$ cat config.mk
export PLATFORM = sky130hd
export DESIGN_NAME = utc_top
export DESIGN_NICKNAME = d
export VERILOG_FILES = /design/src/rtl/utc_pkg.sv /design/src/rtl/utc_prescaler.sv /design/src/rtl/utc_top.sv
export SDC_FILE = /design/constraint.sdc
export NUM_CORES = 1
export LEC_CHECK = 0
export BUFFER_PORTS_ARGS = -buffer_cell sky130_fd_sc_hd__buf_2
export CAP_MARGIN = 20
export CELL_PAD_IN_SITES_DETAIL_PLACEMENT = 0
export CELL_PAD_IN_SITES_GLOBAL_PLACEMENT = 1
export CORE_MARGIN = 2
export CORE_UTILIZATION = 37
export CTS_CLUSTER_DIAMETER = 80
export DETAILED_ROUTE_END_ITERATION = 8
export PLACE_DENSITY_LB_ADDON = 0.1
export SYNTH_ARGS = -nofsm -noshare
export SYNTH_HDL_FRONTEND = slang
export SYNTH_SLANG_ARGS = --single-unit
$ cat constraint.sdc
create_clock -name CLK_I -period 7.9 [get_ports CLK_I]
set_input_delay 1.58 -clock CLK_I [delete_from_list [all_inputs] [get_ports CLK_I]]
set_output_delay 1.58 -clock CLK_I [all_outputs]
set_load 0.05 [all_outputs]
$ cat src/rtl/utc_pkg.sv
// constants and register layout for the upper timer control block
// Functional notes
// - With the idle-stop bit set the timer halts during chip idle, otherwise it keeps running.
// - Gated accumulation is ignored on the external clock and, on the internal clock, gates counting with the pin.
// - The prescale field in bits 5 to 4 divides the input clock: 01 by 8, 10 by 64, 11 by 256.
// - Clock-source bit 1 set counts rising edges of the external timer pin, clear counts the peripheral clock.
// - While the partner is in 32-bit mode its control register governs this timer and ours is ignored.
// - Unimplemented bits 14, 12 to 7, 3 to 2 and 0 read as zero.
package utc_pkg;

  // ----------------------------------------------------------------
  // bus geometry
  // ----------------------------------------------------------------
  localparam int unsigned ADDR_W = 4;
  localparam int unsigned DATA_W = 32;
  localparam int unsigned REG_W  = 16;

  // ----------------------------------------------------------------
  // byte offsets
  // ----------------------------------------------------------------
  localparam logic [ADDR_W-1:0] OFS_CTRL   = 4'h0;
  localparam logic [ADDR_W-1:0] OFS_COUNT  = 4'h4;
  localparam logic [ADDR_W-1:0] OFS_STATUS = 4'h8;

  // ----------------------------------------------------------------
  // control register fields
  // ----------------------------------------------------------------
  localparam int unsigned BIT_TIMER_ON    = 15;
  localparam int unsigned BIT_IDLE_STOP   = 13;
  localparam int unsigned BIT_GATE_EN     = 6;
  localparam int unsigned BIT_PRESCALE_HI = 5;
  localparam int unsigned BIT_PRESCALE_LO = 4;
  localparam int unsigned BIT_CLK_SOURCE  = 1;
  localparam int unsigned BIT_WIDE_MODE   = 3;

  // implemented bits; everything else reads zero
  localparam logic [REG_W-1:0] CTRL_MASK  = 16'ha072;
  localparam logic [REG_W-1:0] CTRL_RESET = 16'h0000;
  localparam logic [REG_W-1:0] COUNT_RESET = 16'h0000;

  // status word bits
  localparam int unsigned STS_RUNNING  = 0;
  localparam int unsigned STS_WIDE     = 1;
  localparam int unsigned STS_IDLE_HLT = 2;

  // ----------------------------------------------------------------
  // prescale codes and ratios
  // ----------------------------------------------------------------
  typedef enum logic [1:0] {
    PS_DIV1   = 2'h0,
    PS_DIV8   = 2'h1,
    PS_DIV64  = 2'h2,
    PS_DIV256 = 2'h3
  } utc_prescale_e;

  localparam int unsigned PS_CNT_W  = 8;
  localparam logic [PS_CNT_W-1:0] PS_TOP_DIV1   = 8'h00;
  localparam logic [PS_CNT_W-1:0] PS_TOP_DIV8   = 8'h07;
  localparam logic [PS_CNT_W-1:0] PS_TOP_DIV64  = 8'h3f;
  localparam logic [PS_CNT_W-1:0] PS_TOP_DIV256 = 8'hff;

  // bus answer: one wait cycle after the request is seen
  localparam int unsigned BUS_WAIT_CYCLES = 1;

endpackage : utc_pkg

$ cat src/rtl/utc_prescaler.sv
// input clock prescaler for the upper timer
module utc_prescaler (
  input  wire logic       clk_i,
  input  wire logic       rst_i,
  input  wire logic       clear_i,
  input  wire logic       tick_i,
  input  wire logic [1:0] sel_i,
  output logic            tick_o
);
  import utc_pkg::*;

  logic [PS_CNT_W-1:0] cnt_q;
  logic [PS_CNT_W-1:0] cnt_d;
  logic [PS_CNT_W-1:0] top;

  // ----------------------------------------------------------------
  // ratio select
  // ----------------------------------------------------------------
  always_comb begin
    unique case (utc_prescale_e'(sel_i))
      PS_DIV1:   top = PS_TOP_DIV1;
      PS_DIV8:   top = PS_TOP_DIV8;
      PS_DIV64:  top = PS_TOP_DIV64;
      PS_DIV256: top = PS_TOP_DIV256;
    endcase
  end

  // ----------------------------------------------------------------
  // divider
  // ----------------------------------------------------------------
  always_comb begin
    cnt_d  = cnt_q;
    tick_o = 1'b0;
    if (clear_i) begin
      cnt_d = '0;
    end else if (tick_i) begin
      // >= so a ratio lowered mid-count still wraps promptly
      if (cnt_q >= top) begin
        cnt_d  = '0;
        tick_o = 1'b1;
      end else begin
        cnt_d = cnt_q + 8'h01;
      end
    end
  end

  always_ff @(posedge clk_i) begin
    if (rst_i) begin
      cnt_q <= '0;
    end else begin
      cnt_q <= cnt_d;
    end
  end

endmodule : utc_prescaler

$ cat src/rtl/utc_top.sv
// upper timer: control register, prescaler, 16-bit counter and Avalon-MM slave
//
// Local design decisions: the register addresses and the Avalon-MM interface to the registers.
module utc_top (
  input  wire logic                       CLK_I,
  input  wire logic                       SYS_RST_I,
  input  wire logic [utc_pkg::ADDR_W-1:0] AVS_ADDRESS_I,
  input  wire logic                       AVS_READ_I,
  input  wire logic                       AVS_WRITE_I,
  input  wire logic [utc_pkg::DATA_W-1:0] AVS_WRITEDATA_I,
  input  wire logic [3:0]                 AVS_BYTEENABLE_I,
  output logic      [utc_pkg::DATA_W-1:0] AVS_READDATA_O,
  output logic                            AVS_WAITREQUEST_O,
  input  wire logic                       IDLE_MODE_I,
  input  wire logic [utc_pkg::REG_W-1:0]  LOWER_PARTNER_CONTROL_I,
  input  wire logic                       EXTERNAL_TIMER_CLOCK_PIN_I,
  output logic      [utc_pkg::REG_W-1:0]  COUNT_O,
  output logic                            RUNNING_O
);
  import utc_pkg::*;

  // ----------------------------------------------------------------
  // state
  // ----------------------------------------------------------------
  logic [REG_W-1:0]  ctrl_q;
  logic [REG_W-1:0]  ctrl_d;
  logic [REG_W-1:0]  count_q;
  logic [REG_W-1:0]  count_d;
  logic              pin_q;
  logic              pin_d;
  logic              running_q;
  logic              running_d;
  logic              wait_q;
  logic              wait_d;
  logic [DATA_W-1:0] rdata_q;
  logic [DATA_W-1:0] rdata_d;

  // ----------------------------------------------------------------
  // effective controls
  // ----------------------------------------------------------------
  logic             wide_mode;
  logic [REG_W-1:0] eff_ctrl;
  logic             timer_on_bit;
  logic             idle_stop_bit;
  logic             gated_accumulate_enable;
  logic [1:0]       input_prescale_select;
  logic             clock_source_select;
  logic             idle_halt;
  logic             run;
  logic             pin_rise;
  logic             src_tick;
  logic             ps_tick;
  logic             ps_clear;
  logic             bus_req;
  logic             bus_take;
  logic             wr_ctrl;
  logic             wr_count;

  always_comb begin
    wide_mode = LOWER_PARTNER_CONTROL_I[BIT_WIDE_MODE];
    // partner register takes over every function in 32-bit mode
    eff_ctrl  = wide_mode ? LOWER_PARTNER_CONTROL_I : ctrl_q;
    timer_on_bit            = eff_ctrl[BIT_TIMER_ON];
    idle_stop_bit           = eff_ctrl[BIT_IDLE_STOP];
    gated_accumulate_enable = eff_ctrl[BIT_GATE_EN];
    input_prescale_select   = eff_ctrl[BIT_PRESCALE_HI:BIT_PRESCALE_LO];
    clock_source_select     = eff_ctrl[BIT_CLK_SOURCE];
    // combined timer keeps running in idle only with idle-stop clear
    idle_halt = IDLE_MODE_I & idle_stop_bit;
    run       = timer_on_bit & ~idle_halt;
  end

  // ----------------------------------------------------------------
  // input clock source
  // ----------------------------------------------------------------
  always_comb begin
    pin_d    = EXTERNAL_TIMER_CLOCK_PIN_I;
    pin_rise = EXTERNAL_TIMER_CLOCK_PIN_I & ~pin_q;
    if (clock_source_select) begin
      // gate bit has no say on the external clock
      src_tick = pin_rise;
    end else if (gated_accumulate_enable) begin
      // peripheral clock counted only while the pin is high
      src_tick = EXTERNAL_TIMER_CLOCK_PIN_I;
    end else begin
      src_tick = 1'b1;
    end
  end

  always_ff @(posedge CLK_I) begin
    if (SYS_RST_I) begin
      pin_q <= 1'b0;
    end else begin
      pin_q <= pin_d;
    end
  end

  // ----------------------------------------------------------------
  // prescaler
  // ----------------------------------------------------------------
  // restart the divide on a control write so a new ratio starts clean;
  // in wide mode our register is ignored, so its writes must not disturb the divide
  assign ps_clear = (wr_ctrl & ~wide_mode) | ~timer_on_bit;

  utc_prescaler u_prescaler (
    .clk_i   (CLK_I),
    .rst_i   (SYS_RST_I),
    .clear_i (ps_clear),
    .tick_i  (src_tick & run),
    .sel_i   (input_prescale_select),
    .tick_o  (ps_tick)
  );

  // ----------------------------------------------------------------
  // bus decode
  // ----------------------------------------------------------------
  always_comb begin
    bus_req  = AVS_READ_I | AVS_WRITE_I;
    // request completes at the edge where waitrequest is seen low
    bus_take = bus_req & ~wait_q;
    wr_ctrl  = bus_take & AVS_WRITE_I & (AVS_ADDRESS_I == OFS_CTRL);
    wr_count = bus_take & AVS_WRITE_I & (AVS_ADDRESS_I == OFS_COUNT);
  end

  // ----------------------------------------------------------------
  // control register
  // ----------------------------------------------------------------
  always_comb begin
    ctrl_d = ctrl_q;
    if (wr_ctrl) begin
      if (AVS_BYTEENABLE_I[0]) begin
        ctrl_d[7:0] = AVS_WRITEDATA_I[7:0] & CTRL_MASK[7:0];
      end
      if (AVS_BYTEENABLE_I[1]) begin
        ctrl_d[15:8] = AVS_WRITEDATA_I[15:8] & CTRL_MASK[15:8];
      end
    end
  end

  always_ff @(posedge CLK_I) begin
    if (SYS_RST_I) begin
      ctrl_q <= CTRL_RESET;
    end else begin
      ctrl_q <= ctrl_d;
    end
  end

  // ----------------------------------------------------------------
  // counter
  // ----------------------------------------------------------------
  always_comb begin
    count_d   = count_q;
    running_d = run;
    if (wr_count) begin
      // software write wins over a tick in the same cycle
      if (AVS_BYTEENABLE_I[0]) begin
        count_d[7:0] = AVS_WRITEDATA_I[7:0];
      end
      if (AVS_BYTEENABLE_I[1]) begin
        count_d[15:8] = AVS_WRITEDATA_I[15:8];
      end
    end else if (ps_tick) begin
      count_d = count_q + 16'h0001;
    end
  end

  always_ff @(posedge CLK_I) begin
    if (SYS_RST_I) begin
      count_q   <= COUNT_RESET;
      running_q <= 1'b0;
    end else begin
      count_q   <= count_d;
      running_q <= running_d;
    end
  end

  // ----------------------------------------------------------------
  // bus answer
  // ----------------------------------------------------------------
  always_comb begin
    wait_d  = 1'b1;
    rdata_d = rdata_q;
    if (bus_req & wait_q) begin
      wait_d  = 1'b0;
      rdata_d = '0;
      if (AVS_READ_I) begin
        unique case (AVS_ADDRESS_I)
          OFS_CTRL: begin
            rdata_d[REG_W-1:0] = ctrl_q & CTRL_MASK;
          end
          OFS_COUNT: begin
            rdata_d[REG_W-1:0] = count_q;
          end
          OFS_STATUS: begin
            rdata_d[STS_RUNNING]  = run;
            rdata_d[STS_WIDE]     = wide_mode;
            rdata_d[STS_IDLE_HLT] = idle_halt;
          end
          default: begin
            rdata_d = '0;
          end
        endcase
      end
    end
  end

  always_ff @(posedge CLK_I) begin
    if (SYS_RST_I) begin
      wait_q  <= 1'b1;
      rdata_q <= '0;
    end else begin
      wait_q  <= wait_d;
      rdata_q <= rdata_d;
    end
  end

  // ----------------------------------------------------------------
  // outputs
  // ----------------------------------------------------------------
  assign AVS_READDATA_O    = rdata_q;
  assign AVS_WAITREQUEST_O = wait_q;
  assign COUNT_O           = count_q;
  assign RUNNING_O         = running_q;

endmodule : utc_top

# Yosys cells after proc, flatten, opt, wreduce, memory -nomap -nowiden

Cells that the tools add are included.

$add $sub $neg: 2
Magnitude comparators: 1
Equal/unequal tests: 7
Multiplexer cells: 16
Bitwise gates (word level): 17
Reduce and logical (&&, ||, !) cells: 8

Operators by type and width:

| kind                                                 | count |
|---|---|
| 2-to-1 mux 16 bit                                    | 4 |
| one-hot mux 8 bit (4 select lines)                   | 1 |
| one-hot mux 13 bit (2 select lines)                  | 1 |
| 2-to-1 mux 8 bit                                     | 3 |
| adder 16 x 1 -> 16 bit (second input constant)       | 1 |
| bitwise AND 1 bit                                    | 10 |
| one-hot mux 3 bit (3 select lines)                   | 1 |
| adder 8 x 1 -> 8 bit (second input constant)         | 1 |
| greater-or-equal comparator 8 bit                    | 1 |
| AND reduction 2 bit                                  | 4 |
| 2-to-1 mux 1 bit                                     | 6 |
| inverter 1 bit                                       | 5 |
| equality test 2 bit (second input constant)          | 2 |
| equality test 4 x 3 -> 1 bit (second input constant) | 1 |
| equality test 4 bit (second input constant)          | 1 |
| logical NOT 4 bit                                    | 1 |
| inequality test 2 bit (second input constant)        | 2 |
| equality test 2 x 1 -> 1 bit (second input constant) | 1 |
| logical NOT 2 bit                                    | 1 |
| bitwise OR 1 bit                                     | 2 |
| nonzero test 2 bit                                   | 1 |
| OR reduction 2 bit                                   | 1 |

Register bits: 65
Output and inout port bits: 50

# Depth between registers and ports, before layout

Gate-level depths: netlist (run 1).

Word-level depth: 9
Mapped depth: 11
Mapped depth without buffers: 9

# Modules after synthesis

A second synthesis (run 1) with hierarchy kept.

Cells, all modules: 320
Area total of the unflattened synthesis: 2857.7 sq um

By module, submodules not included:

| module        | instances | cells an instance | area an instance (sq um) | seq. area each (sq um) |
|---|---|---|---|---|
| utc_top       | 1         | 252               | 2218.4                   | 820.8 |
| utc_prescaler | 1         | 68                | 639.4                    | 160.2 |

# Worst setup path after synthesis (run 1)

No wires, ideal clock.

Kind: in2reg
Start point: input LOWER_PARTNER_CONTROL_I[3] in the netlist's numbering
End point: register count_q[11], in the netlist COUNT_O[11]
Library setup time: 69 ps
Data arrival time: 3873 ps
Required time: 7831 ps
Setup slack: 3958 ps
Cell stages on the path: 10
Path buffers: 1
Path through: buf_4 mux2i_1 or2_2 ha_1 and4_1 nand2_1 o311ai_2 a31oi_4 mux2_1 o21ai_1

Cells in the longest elaborated chain, start to end: 9

Ends and longest elaborated chain:

| item                                                                          | line                                | source |
|---|---|---|
| start: declaration                                                            | utc_top.sv:15                       | `input wire logic [utc_pkg::REG_W-1:0] LOWER_PARTNER_CONTROL_I,` |
| 2-to-1 mux 16 bit                                                             | utc_top.sv:62                       | `eff_ctrl = wide_mode ? LOWER_PARTNER_CONTROL_I : ctrl_q;` |
| equality test 2 bit, or another cell as far along                             | utc_prescaler.sv:20                 | `unique case (utc_prescale_e'(sel_i))` |
| one-hot mux 8 bit (4 select lines) / inverter 1 bit (equally long branches)   | utc_prescaler.sv:20, utc_top.sv:70  |  |
| greater-or-equal comparator 8 bit / bitwise AND 1 bit (equally long branches) | utc_prescaler.sv:38, utc_top.sv:70  |  |
| 2-to-1 mux 1 bit / bitwise AND 1 bit (equally long branches)                  | utc_prescaler.sv:38, utc_top.sv:109 |  |
| 2-to-1 mux 1 bit                                                              | utc_prescaler.sv:36                 | `end else if (tick_i) begin` |
| 2-to-1 mux 1 bit *                                                            | utc_prescaler.sv:34                 | `if (clear_i) begin` |
| nonzero test 2 bit (no source line) *                                         | -                                   |  |
| AND reduction 2 bit (no source line) *                                        | -                                   |  |
| end signal: assignment                                                        | utc_top.sv:172                      | `count_q <= count_d;` |
| end: declaration                                                              | utc_top.sv:27                       | `logic [REG_W-1:0] count_q;` |

Every way passes the cells marked *; elsewhere a longest branch is shown, timed or not.
A chain may end at the register's enable or synchronous reset.

# Final worst setup path (run 1)

Ends and elaborated chain as after synthesis.

==> results of run 1 <==
## placed cells by master (no fill, tap or decap), drive strengths merged, types with 3 or more instances in the layout
cell    netlist  routed
a21o          6       6
xor2          5       5
dfxtp        49      49
nand2        31      31
o21ai        16      16
nand4        11      11
a222oi        5       5
a31oi         7       7
nor4          3       3
and2          4       4
mux2i         8       8
conb          1      16
buf          21      70
a21oi        24      24
inv           4       4
or2           7       7
nor2         46      46
ha            8       8
and3          5       5
nor2b         6       6
a22oi        13      13
xnor2         4       4
clkbuf        9       6
nor3          9       9
mux2          3       3
nand3        15      15
and4          4       4
## how the worst max path moves through the flow
| stage | from | end | cells after the start |
|---|---|---|---|
| 6_report | LOWER_PARTNER_CONTROL_I[3] | COUNT_O[11]$_SDFFE_PP0P_ | 10 |
| 5_1_grt | LOWER_PARTNER_CONTROL_I[3] | COUNT_O[11]$_SDFFE_PP0P_ | 10 |
| 4_1_cts | LOWER_PARTNER_CONTROL_I[3] | COUNT_O[11]$_SDFFE_PP0P_ | 10 |
| 3_5_place_dp | LOWER_PARTNER_CONTROL_I[3] | COUNT_O[11]$_SDFFE_PP0P_ | 10 |
| 3_3_place_gp | LOWER_PARTNER_CONTROL_I[3] | COUNT_O[11]$_SDFFE_PP0P_ | 10 |
| 2_1_floorplan | LOWER_PARTNER_CONTROL_I[3] | COUNT_O[11]$_SDFFE_PP0P_ | 10 |
## sequential cells by signal, indices dropped and copies added, names as in the netlist
signal / cells
pin_q: 1
ctrl_q: 6
COUNT_O: 16
RUNNING_O: 1
AVS_WAITREQUEST_O: 1
u_prescaler.cnt_q: 8
AVS_READDATA_O: 16
## layout make-up
| type | instances | area share, % |
|---|---|---|
| clock inverter | 2 | 0.418 |
| multi-input combinational | 279 | 52.1 |
| tap | 99 | 3.76 |
| timing repair buffer | 70 | 10.9 |
| sequential | 49 | 29.8 |
| inverter | 4 | 0.456 |
| clock buffer | 6 | 2.51 |
## per-stage QoR
| stage | hold WS [ps] | util (%) |
|---|---|---|
| after CTS | 495 | 44.9 |
| final | 497 | 44.9 |
| after detailed placement | 478 | 43.6 |
| after floorplan | 444 | - |
| after global placement | 470 | 43.4 |
| after global routing | 533 | 44.9 |
## layer usage
metal / global-route usage [%] / up-vias / part of all wire (%)
met1: 26.2 / 1237 / 49
met5: 0 / - / 0
met2: 30.7 / 66 / 46
li1: - / 1359 / -
met4: 3.79 / 0 / 0.62
met3: 3.49 / 4 / 4.4
## cell families (layout without fill, tap and decap cells)
kind of cell	after synthesis	after routing	share of synthesized area, %
flops	49	49	34.6
xor+xnor	9	9	2.78
simple gates	149	149	26.6
compound gates	86	86	21.5
mux	11	11	4.01
buf+inv	34	82	6.92
other cells	1	16	0.132
fa+ha+maj	8	8	3.53
## worst register-to-register path, stage by stage (launching register included)
cell and delay (ps):
dfxtp_1 410, mux2i_1 170, or2_2 350, ha_1 310
and4_1 220, nand2_1 90, o311ai_2 550, a31oi_4 300
mux2_1 380, o21ai_1 110
## power groups by stage
stage,Combinational [mW],Clock [mW],Sequential (mW)
after floorplan,0.0505,0,0.272
after global placement,0.0759,0,0.262
after detailed placement,0.0774,0,0.262
after CTS,0.0776,0.165,0.257
after global routing,0.0832,0.178,0.257
final,0.0773,0.162,0.257
==> impl_metrics.csv, run 1 <==
group,metric,value,unit
yosys,synth_largest_area_cell,"dfxtp_1",
critical_path,reg2reg_depth,9,
detailed_routing,via_per_inst,5.24,
detailed_routing,wl_per_cell,15.3,um
pwr,leakage,1.34,nW
pwr,p_sw,0.154,mW
flow_run,drv_cap,0,
cts,clk_latency,310,ps
detailed_routing,dr.pass1.iters,5,
yosys,synth_warnings,0,
yosys,post-synth-top-area-fraction,34.6,%
timing,drv_slew,0,
timing,fmax,242,MHz
cts,path_clk_slew,100,ps
global_route,grt_pass1_vias,2469,
cts,htree_levels,2,
timing,worst_slew_pin_slew,926,ps
critical_path,cp.arrival,4370,ps
timing,max_slew_margin,38.1,%
global_route,grt_first_pass_wirelength,12700,um
hold_path,worstHoldPathType,"reg2reg",
die,die_x,91.6,um
final_layout,syn2layout_area_growth,16.0,%
global_route,overflow,0,
global_route,grtUsageTotal,18.9,%
critical_path,slowest_stage,"o311ai_2",
critical_path,path_buf_inv,1,
timing,finClkSkew,6.76,ps
timing,setup_tns,0,ps
yosys,synth_area_leaders,"dfxtp_1 (35%), nor2_1 (5.8%), buf_4 (4.5%)",
hold_path,hold_depth,2,
detailed_routing,ant_nets,0,
yosys,async_flop_share,0,%
critical_path,cp_max_fo,15,
hold_path,worstHoldStart,"ctrl_q[1]$_SDFFE_PP0P_",
pwr,combinationalPowerShare,15.6,%
final_layout,final_cells,509,
hold_path,min_to,"ctrl_q[1]$_SDFFE_PP0P_",
detailed_routing,drt_iter0_drc,121,
yosys,ys_seq_elements,49,
critical_path,cp_cell_sequence,"buf_2 > mux2i_1 > or2_2 > ha_1 > and4_1 > nand2_1 > o311ai_2 > a31oi_4 > mux2_1 > o21ai_1",
critical_path,cpPeakStageDelay,550,ps
critical_path,r2r-end,"COUNT_O[11]$_SDFFE_PP0P_",
final_layout,design_area,0.00329,sq mm
pwr,power_density,151,mW/mm^2
cts,post-cts-setup-buffers,0,
yosys,synth_ff_type,"dfxtp_1",
detailed_routing,wl,7800,um
global_route,grt_start_max_net_pins,46,
pwr,pwr-share-clk,32.7,%
place,postPlaceCellArea,0.00320,sq mm
final_layout,num_antenna_cells,0,
cts,cts_hold_buf,0,
critical_path,startpoint_type,"primary input",
timing,grt_setup_unrepaired,"no",
cts,cts_root_buffer,"clkbuf_8",
die,io_pins,112,
critical_path,critPathCaptureType,"flip-flop",
final_layout,drive_gt1_share,23.2,%
cts,clkSinkCount,49,
timing,setup_viol,0,
global_route,antenna_found_initial,0,
cts,cts_buffer_depth,2,
yosys,netlist_area,0.00284,sq mm
yosys,synthTopCellsByCount,"dfxtp_1 (49), nor2_1 (44), nand2_1 (31), a21oi_1 (24), buf_4 (17)",
place,pre_cts_slack,3450,ps
final_layout,nets,479,
pwr,internal-power,0.343,mW
critical_path,r2r-start,"ctrl_q[5]$_SDFFE_PP0P_",
status,outcome,"finished, final reports clean",
cts,cts_tree,"done",
final_layout,multi_input_area,0.00172,sq mm
pwr,switching_share,31.0,%
timing,hold_violations,0,
detailed_routing,drcViolationCount,0,
final_layout,fill_cells,793,
cts,cts_buffers,5,
final_layout,ff_latch_area,981,sq um
timing,fin_crit_sh,52.3,%
pwr,peakVddDrop,0.0696,mV
critical_path,cp_data_required_time,8140,ps
place,place.gp.congestion,0.742,
yosys,synth.most_common_cell,"dfxtp_1",
yosys,avgSynthCellArea,8.18,sq um
place,dp.cells,501,
die,core_region_area,0.00733,sq mm
yosys,synth_edf_count,0,
yosys,syn_inst,347,
pwr,seqPwrFrac,51.7,%
die,start_util,38.7,%
critical_path,cpLargestDelayFamily,"compound AO/OA/AOI/OAI gates",
timing,worst_slack,3770,ps
timing,fin_crit,4130,ps
place,io_buffers,68,
critical_path,reg2reg_slack,4960,ps
critical_path,crit_type,"in2reg",
yosys,synth.distinct_cells,56,
detailed_routing,via_count,2666,
cts,cts_resized,0,
yosys,yosysSeqAreaShare,34.6,%
die,die_area,0.00839,sq mm
pwr,finalPower,0.496,mW
die,rows,31,
die,die_h,91.6,um
place,dp_hpwl,5750,um
Note: power is estimated with default switching activity, not from simulation.
==> run 2: changes to the inputs <==
--- a/config.mk
+++ b/config.mk
@@ -5,12 +5,13 @@
 export SDC_FILE = /design/constraint.sdc
 export NUM_CORES = 1
 export LEC_CHECK = 0
+export ABC_AREA = 1
 export BUFFER_PORTS_ARGS = -buffer_cell sky130_fd_sc_hd__buf_2
 export CAP_MARGIN = 20
 export CELL_PAD_IN_SITES_DETAIL_PLACEMENT = 0
 export CELL_PAD_IN_SITES_GLOBAL_PLACEMENT = 1
 export CORE_MARGIN = 2
-export CORE_UTILIZATION = 37
+export CORE_UTILIZATION = 33
 export CTS_CLUSTER_DIAMETER = 80
 export DETAILED_ROUTE_END_ITERATION = 8
 export PLACE_DENSITY_LB_ADDON = 0.1
==> constraint.sdc (replaced) <==
create_clock -name CLK_I -period 4.2 [get_ports CLK_I]
set_input_delay 0.84 -clock CLK_I [delete_from_list [all_inputs] [get_ports CLK_I]]
set_output_delay 0.84 -clock CLK_I [all_outputs]
set_load 0.05 [all_outputs]
==> impl_metrics.csv, run 2 <==
group,metric,value,unit
yosys,synth.distinct_cells,37,
place,place.gp.congestion,0.794,
die,die_x,98.9,um
cts,path_clk_slew,100,ps
detailed_routing,ant_nets,0,
cts,cts_root_buffer,"clkbuf_8",
die,start_util,34.0,%
timing,finClkSkew,12.0,ps
die,die_area,0.00977,sq mm
cts,cts_tree,"done",
timing,grt_setup_unrepaired,"no",
cts,clkSinkCount,49,
detailed_routing,dr.pass1.iters,4,
hold_path,worstHoldPathType,"reg2reg",
yosys,async_flop_share,0,%
final_layout,design_area,0.00344,sq mm
timing,setup_viol,0,
die,core_region_area,0.00872,sq mm
critical_path,cpLargestDelayFamily,"simple AND/OR/NAND/NOR gates",
yosys,synth_warnings,0,
critical_path,path_buf_inv,3,
global_route,grt_pass1_vias,2730,
critical_path,cpPeakStageDelay,310,ps
critical_path,reg2reg_depth,19,
pwr,finalPower,0.946,mW
die,io_pins,112,
place,dp_hpwl,6360,um
critical_path,reg2reg_slack,1810,ps
final_layout,syn2layout_area_growth,15.7,%
timing,worst_slack,1410,ps
timing,max_slew_margin,44.5,%
critical_path,cp_cell_sequence,"buf_2 > inv_2 > nand2_1 > nand2_1 > nand2_1 > inv_1 > ha_1 > nand2_1 > nand2_1 > nand2_1 > nand2_1 > nand2_1 > nand2_1 > nand2_1 > nand2_2 > nand3_4 > nand2_1 > nand2_1 > nand2_1 > nor2_1",
pwr,power_density,275,mW/mm^2
yosys,syn_inst,449,
detailed_routing,drt_iter0_drc,110,
timing,fin_crit_sh,66.4,%
cts,cts_hold_buf,0,
global_route,grtUsageTotal,17.7,%
cts,post-cts-setup-buffers,0,
die,die_h,98.9,um
critical_path,setup.worst_path.end,"COUNT_O[2]$_SDFFE_PP0P_",
critical_path,crit_start,"LOWER_PARTNER_CONTROL_I[3]",
timing,drv_slew,0,
detailed_routing,drcViolationCount,0,
final_layout,utilization,39.4,%
critical_path,cp_data_required_time,4410,ps
global_route,grt_first_pass_wirelength,14000,um
cts,clk_latency,320,ps
detailed_routing,via_count,2898,
cts,cts_buffer_depth,2,
yosys,synth.most_common_cell,"nand2_1",
yosys,netlist_area,0.00297,sq mm
timing,setup_tns,0,ps
yosys,synthTopCellsByCount,"nand2_1 (142), nor2_1 (50), dfxtp_1 (49), a21oi_1 (38), inv_1 (37)",
critical_path,crit_top_cell,"nand2_1",
final_layout,final_cell_mix,"nand2_1 (142), buf_2 (68), nor2_1 (50), dfxtp_1 (49), a21oi_1 (38)",
place,io_buffers,68,
critical_path,crit_type,"in2reg",
final_layout,num_antenna_cells,0,
global_route,antenna_found_initial,0,
final_layout,final_common_cell,"nand2_1",
cts,htree_levels,2,
yosys,yosysSeqAreaShare,33.0,%
timing,fmax,358,MHz
yosys,ys_seq_elements,49,
timing,hold_violations,0,
detailed_routing,wl_per_cell,13.8,um
detailed_routing,wl,8570,um
yosys,avgSynthCellArea,6.61,sq um
yosys,synth_largest_area_cell,"dfxtp_1",
global_route,overflow,0,
final_layout,drive_gt1_share,18.7,%
detailed_routing,via_per_inst,4.67,
flow_run,drv_cap,0,
timing,fin_crit,2790,ps
yosys,synth_ff_type,"dfxtp_1",
critical_path,r2r-end,"COUNT_O[2]$_SDFFE_PP0P_",
critical_path,critPathCaptureType,"flip-flop",
cts,cts_buffers,5,
die,rows,34,
place,pre_cts_slack,1100,ps
yosys,post-synth-top-area-fraction,33.0,%
critical_path,r2r-start,"ctrl_q[5]$_SDFFE_PP0P_",
yosys,synth_area_leaders,"dfxtp_1 (33%), nand2_1 (18%), a21oi_1 (6.4%)",
critical_path,cp_max_fo,28,
hold_path,hold_depth,2,
yosys,synth_edf_count,0,
pwr,peakVddDrop,0.174,mV
critical_path,startpoint_type,"primary input",
critical_path,crit_cells,20,
pwr,leakage,1.66,nW
place,postPlaceCellArea,0.00332,sq mm
critical_path,cp.arrival,3000,ps
cts,cts_resized,0,
status,outcome,"finished, final reports clean",
final_layout,nets,582,
critical_path,slowest_stage,"nand3_4",
timing,worst_slew_pin_slew,829,ps
global_route,grt_start_max_net_pins,29,
run 2: cell count changes in the layout (fill, tap and decap cells not counted), moves of 6 or more:
cell,before,now
nand2_1,31,142
inv_1,4,37
a21oi_1,24,38
a22oi_1,13,0
o21ai_1,11,1
nand4_1,11,2
nand3_1,15,23
nand3_2,0,8
o21ai_0,5,13
mux2i_1,8,1
nor2_1,44,50
nor2b_1,6,0
run 2: metal layers:
layer	wire length (um)	vias to the layer above	global-route usage, %	share of wire [%]
met1	4430	1263	26.6	52
met5	0	-	0	0
met2	3610	83	26.9	42
met3	481	4	2.77	5.6
li1	-	1548	-	-
met4	52	0	3.16	0.61
run 2: worst min-delay path by stage:
stage	to	slack, ps	startpoint
floorplan	ctrl_q[6]$_SDFFE_PP0P_	440	ctrl_q[6]$_SDFFE_PP0P_
global placement	AVS_READDATA_O[14]$_SDFFE_PP0P_	450	AVS_READDATA_O[14]$_SDFFE_PP0P_
detailed placement	AVS_READDATA_O[11]$_SDFFE_PP0P_	460	AVS_READDATA_O[11]$_SDFFE_PP0P_
CTS	AVS_READDATA_O[11]$_SDFFE_PP0P_	470	AVS_READDATA_O[11]$_SDFFE_PP0P_
global route	AVS_READDATA_O[9]$_SDFFE_PP0P_	500	AVS_READDATA_O[9]$_SDFFE_PP0P_
finish	AVS_READDATA_O[8]$_SDFFE_PP0P_	470	AVS_READDATA_O[8]$_SDFFE_PP0P_
run 2: per-stage QoR:
step           cells  hold WS (ps)
5_1_grt          621           501
3_5_place_dp     613           457
2_1_floorplan    464           438
6_report         621           469
3_3_place_gp     613           453
4_1_cts          621           473
run 2: final cells by class:
type,count,area [sq um]
Fill cell,961,5290
Multi-Input combinational cell,347,1700
Sequential cell,49,981
Timing Repair Buffer,69,348
Inverter,40,155
Tap cell,108,135
Clock buffer,5,68.8
Clock inverter,3,46.3
run 2: worst min-delay path, stage by stage, from the launching register on:
cell and delay [ps]:
dfxtp_1 320, nand2_1 60, a21oi_1 50
run 2: cell families after synthesis:
family	Yosys count	share of synthesized area [%]
flip-flops	49	33.0
adder cells (fa/ha/maj)	8	3.37
AO/OA/AOI/OAI	68	12.5
other	1	0.126
buffers and inverters	68	11.5
XOR/XNOR	10	2.95
multiplexers	1	0.337
AND/OR/NAND/NOR	244	36.1
run 2: power by group:
group / total, mW / internal (mW) / switching, mW
Clock: 0.360 / 0.179 / 0.181
Sequential: 0.470 / 0.467 / 0.00273
Combinational: 0.116 / 0.0275 / 0.0882
==> run 3: changes to the inputs <==
==> constraint.sdc (replaced) <==
create_clock -name CLK_I -period 2.6 [get_ports CLK_I]
set_input_delay 0.52 -clock CLK_I [delete_from_list [all_inputs] [get_ports CLK_I]]
set_output_delay 0.52 -clock CLK_I [all_outputs]
set_load 0.05 [all_outputs]
==> impl_metrics.csv, run 3 (synthesis gave the netlist of run 2 again) <==
group,metric,value,unit
place,dp.cells,623,
die,start_util,34.0,%
cts,cts_buffer_depth,2,
detailed_routing,met3WireLength,427,um
detailed_routing,via_count,2931,
pwr,combinationalPowerShare,13.3,%
timing,hold_violations,0,
global_route,grt_first_pass_wirelength,14000,um
cts,cts_resized,0,
cts,cts_tree,"done",
cts,htree_levels,2,
global_route,grt_start_max_net_pins,23,
cts,clk_latency,320,ps
pwr,seqPwrFrac,52.7,%
final_layout,syn2layout_area_growth,17.5,%
final_layout,design_area,0.00349,sq mm
global_route,grt_pass1_vias,2776,
pwr,p_sw,0.443,mW
cts,path_clk_slew,110,ps
hold_path,worstHoldPathType,"reg2reg",
critical_path,setup.worst_path.end,"COUNT_O[0]$_SDFFE_PP0P_",
detailed_routing,wl_per_cell,13.6,um
pwr,power_density,413,mW/mm^2
critical_path,startpoint_type,"flip-flop",
pwr,finalPower,1.44,mW
critical_path,critPathCaptureType,"flip-flop",
detailed_routing,ant_nets,0,
global_route,overflow,0,
final_layout,final_cells,631,
cts,post-cts-setup-buffers,0,
flow_run,drv_cap,0,
die,die_x,98.9,um
critical_path,cp.arrival,2410,ps
detailed_routing,via_per_inst,4.65,
timing,fin_crit,2200,ps
cts,cts_buffers,5,
final_layout,nets,592,
pwr,switching_share,30.7,%
detailed_routing,m1WireLength,4420,um
pwr,internal-power,0.999,mW
detailed_routing,dr.pass1.iters,4,
critical_path,reg2reg_slack,400,ps
die,core_region_area,0.00872,sq mm
die,die_h,98.9,um
critical_path,r2r-end,"COUNT_O[0]$_SDFFE_PP0P_",
timing,grt_setup_unrepaired,"no",
detailed_routing,drcViolationCount,0,
status,outcome,"finished, final reports clean",
final_layout,num_antenna_cells,0,
global_route,antenna_found_initial,0,
detailed_routing,dr.max_layer_used,"met4",
final_layout,fill_cells,960,
timing,drv_slew,0,
die,die_area,0.00977,sq mm
place,place.gp.congestion,0.753,
die,rows,34,
timing,finClkSkew,16.3,ps
timing,fin_crit_sh,84.6,%
timing,max_slew_margin,48.0,%
critical_path,reg2reg_depth,18,
cts,cts_root_buffer,"clkbuf_8",
pwr,pwr-share-clk,34.0,%
critical_path,r2r-start,"ctrl_q[5]$_SDFFE_PP0P_",
pwr,leakage,1.70,nW
cts,clkSinkCount,49,
global_route,grtUsageTotal,17.7,%
critical_path,crit_start,"ctrl_q[5]$_SDFFE_PP0P_",
place,postPlaceCellArea,0.00340,sq mm
place,io_buffers,68,
final_layout,drive_gt1_share,20.3,%
die,io_pins,112,
detailed_routing,drt_iter0_drc,114,
critical_path,cp_max_fo,11,
detailed_routing,met2_length,3650,um
final_layout,final_cell_mix,"nand2_1 (142), buf_2 (68), nor2_1 (50), dfxtp_1 (49), a21oi_1 (38)",
pwr,peakVddDrop,0.181,mV
timing,worst_slew_pin_slew,779,ps
place,dp_hpwl,6540,um
critical_path,crit_type,"reg2reg",
final_layout,final_common_cell,"nand2_1",
timing,fmax,455,MHz
detailed_routing,wl,8560,um
critical_path,cp_data_required_time,2810,ps
timing,setup_viol,0,
timing,setup_tns,0,ps
cts,cts_hold_buf,0,
[run 3: worst max-delay path, cell delays in order, from the launching register on]
cell     delay, ps
dfxtp_1        360
inv_1           60
nand2_1         80
nand2_1         60
nand2_1         90
inv_1           50
ha_1           280
nand2_1         60
nand2_1         60
nand2_1         40
nand2_1         60
nand2_1         50
nand2_1         60
nand2_1         60
nand2_2        100
nand3_4        180
buf_4          220
a21oi_1        160
nor2_1          70
[run 3: routing by layer]
layer | up-vias | GRT usage [%]
met1 | 1297 | 26.2
met3 | 5 | 3.12
li1 | 1557 | -
met4 | 0 | 3.48
met5 | - | 0
met2 | 72 | 27.2
[run 3: layout make-up]
| class | count | area [sq um] | area share [%] |
|---|---|---|---|
| clock buffer | 5 | 68.8 | 1.97 |
| clock inverter | 3 | 25.0 | 0.717 |
| inverter | 40 | 155 | 4.45 |
| multi-input combinational | 347 | 1700 | 48.8 |
| sequential | 49 | 981 | 28.1 |
| tap | 108 | 135 | 3.87 |
| timing repair buffer | 79 | 423 | 12.1 |
[run 3: worst min-delay path by stage]
stage / start / to / slack, ps / cells past startpoint
final: AVS_READDATA_O[8]$_SDFFE_PP0P_ / AVS_READDATA_O[8]$_SDFFE_PP0P_ / 470 / 2
after floorplan: ctrl_q[6]$_SDFFE_PP0P_ / ctrl_q[6]$_SDFFE_PP0P_ / 440 / 2
after global routing: AVS_WRITEDATA_I[15] / ctrl_q[15]$_SDFFE_PP0P_ / 470 / 3
after detailed placement: AVS_READDATA_O[10]$_SDFFE_PP0P_ / AVS_READDATA_O[10]$_SDFFE_PP0P_ / 460 / 2
after global placement: AVS_READDATA_O[9]$_SDFFE_PP0P_ / AVS_READDATA_O[9]$_SDFFE_PP0P_ / 450 / 2
after CTS: EXTERNAL_TIMER_CLOCK_PIN_I / pin_q$_SDFF_PP0_ / 460 / 3
[run 3: through the flow]
stage | hold slack [ps] | util (%) | worst slack, ps
after detailed placement | 456 | 38.9 | 107
after CTS | 456 | 40.0 | 378
after global routing | 471 | 40.0 | 41.2
final | 470 | 40.0 | 400
after global placement | 453 | 38.9 | 98.8
after floorplan | 438 | - | 515
[run 3: power by group through the flow]
stage | Clock (mW) | Combinational, mW | Sequential (mW)
floorplan | 0 | 0.136 | 0.788
global placement | 0 | 0.191 | 0.777
detailed placement | 0 | 0.192 | 0.777
CTS | 0.514 | 0.193 | 0.760
global route | 0.548 | 0.210 | 0.761
finish | 0.490 | 0.192 | 0.760
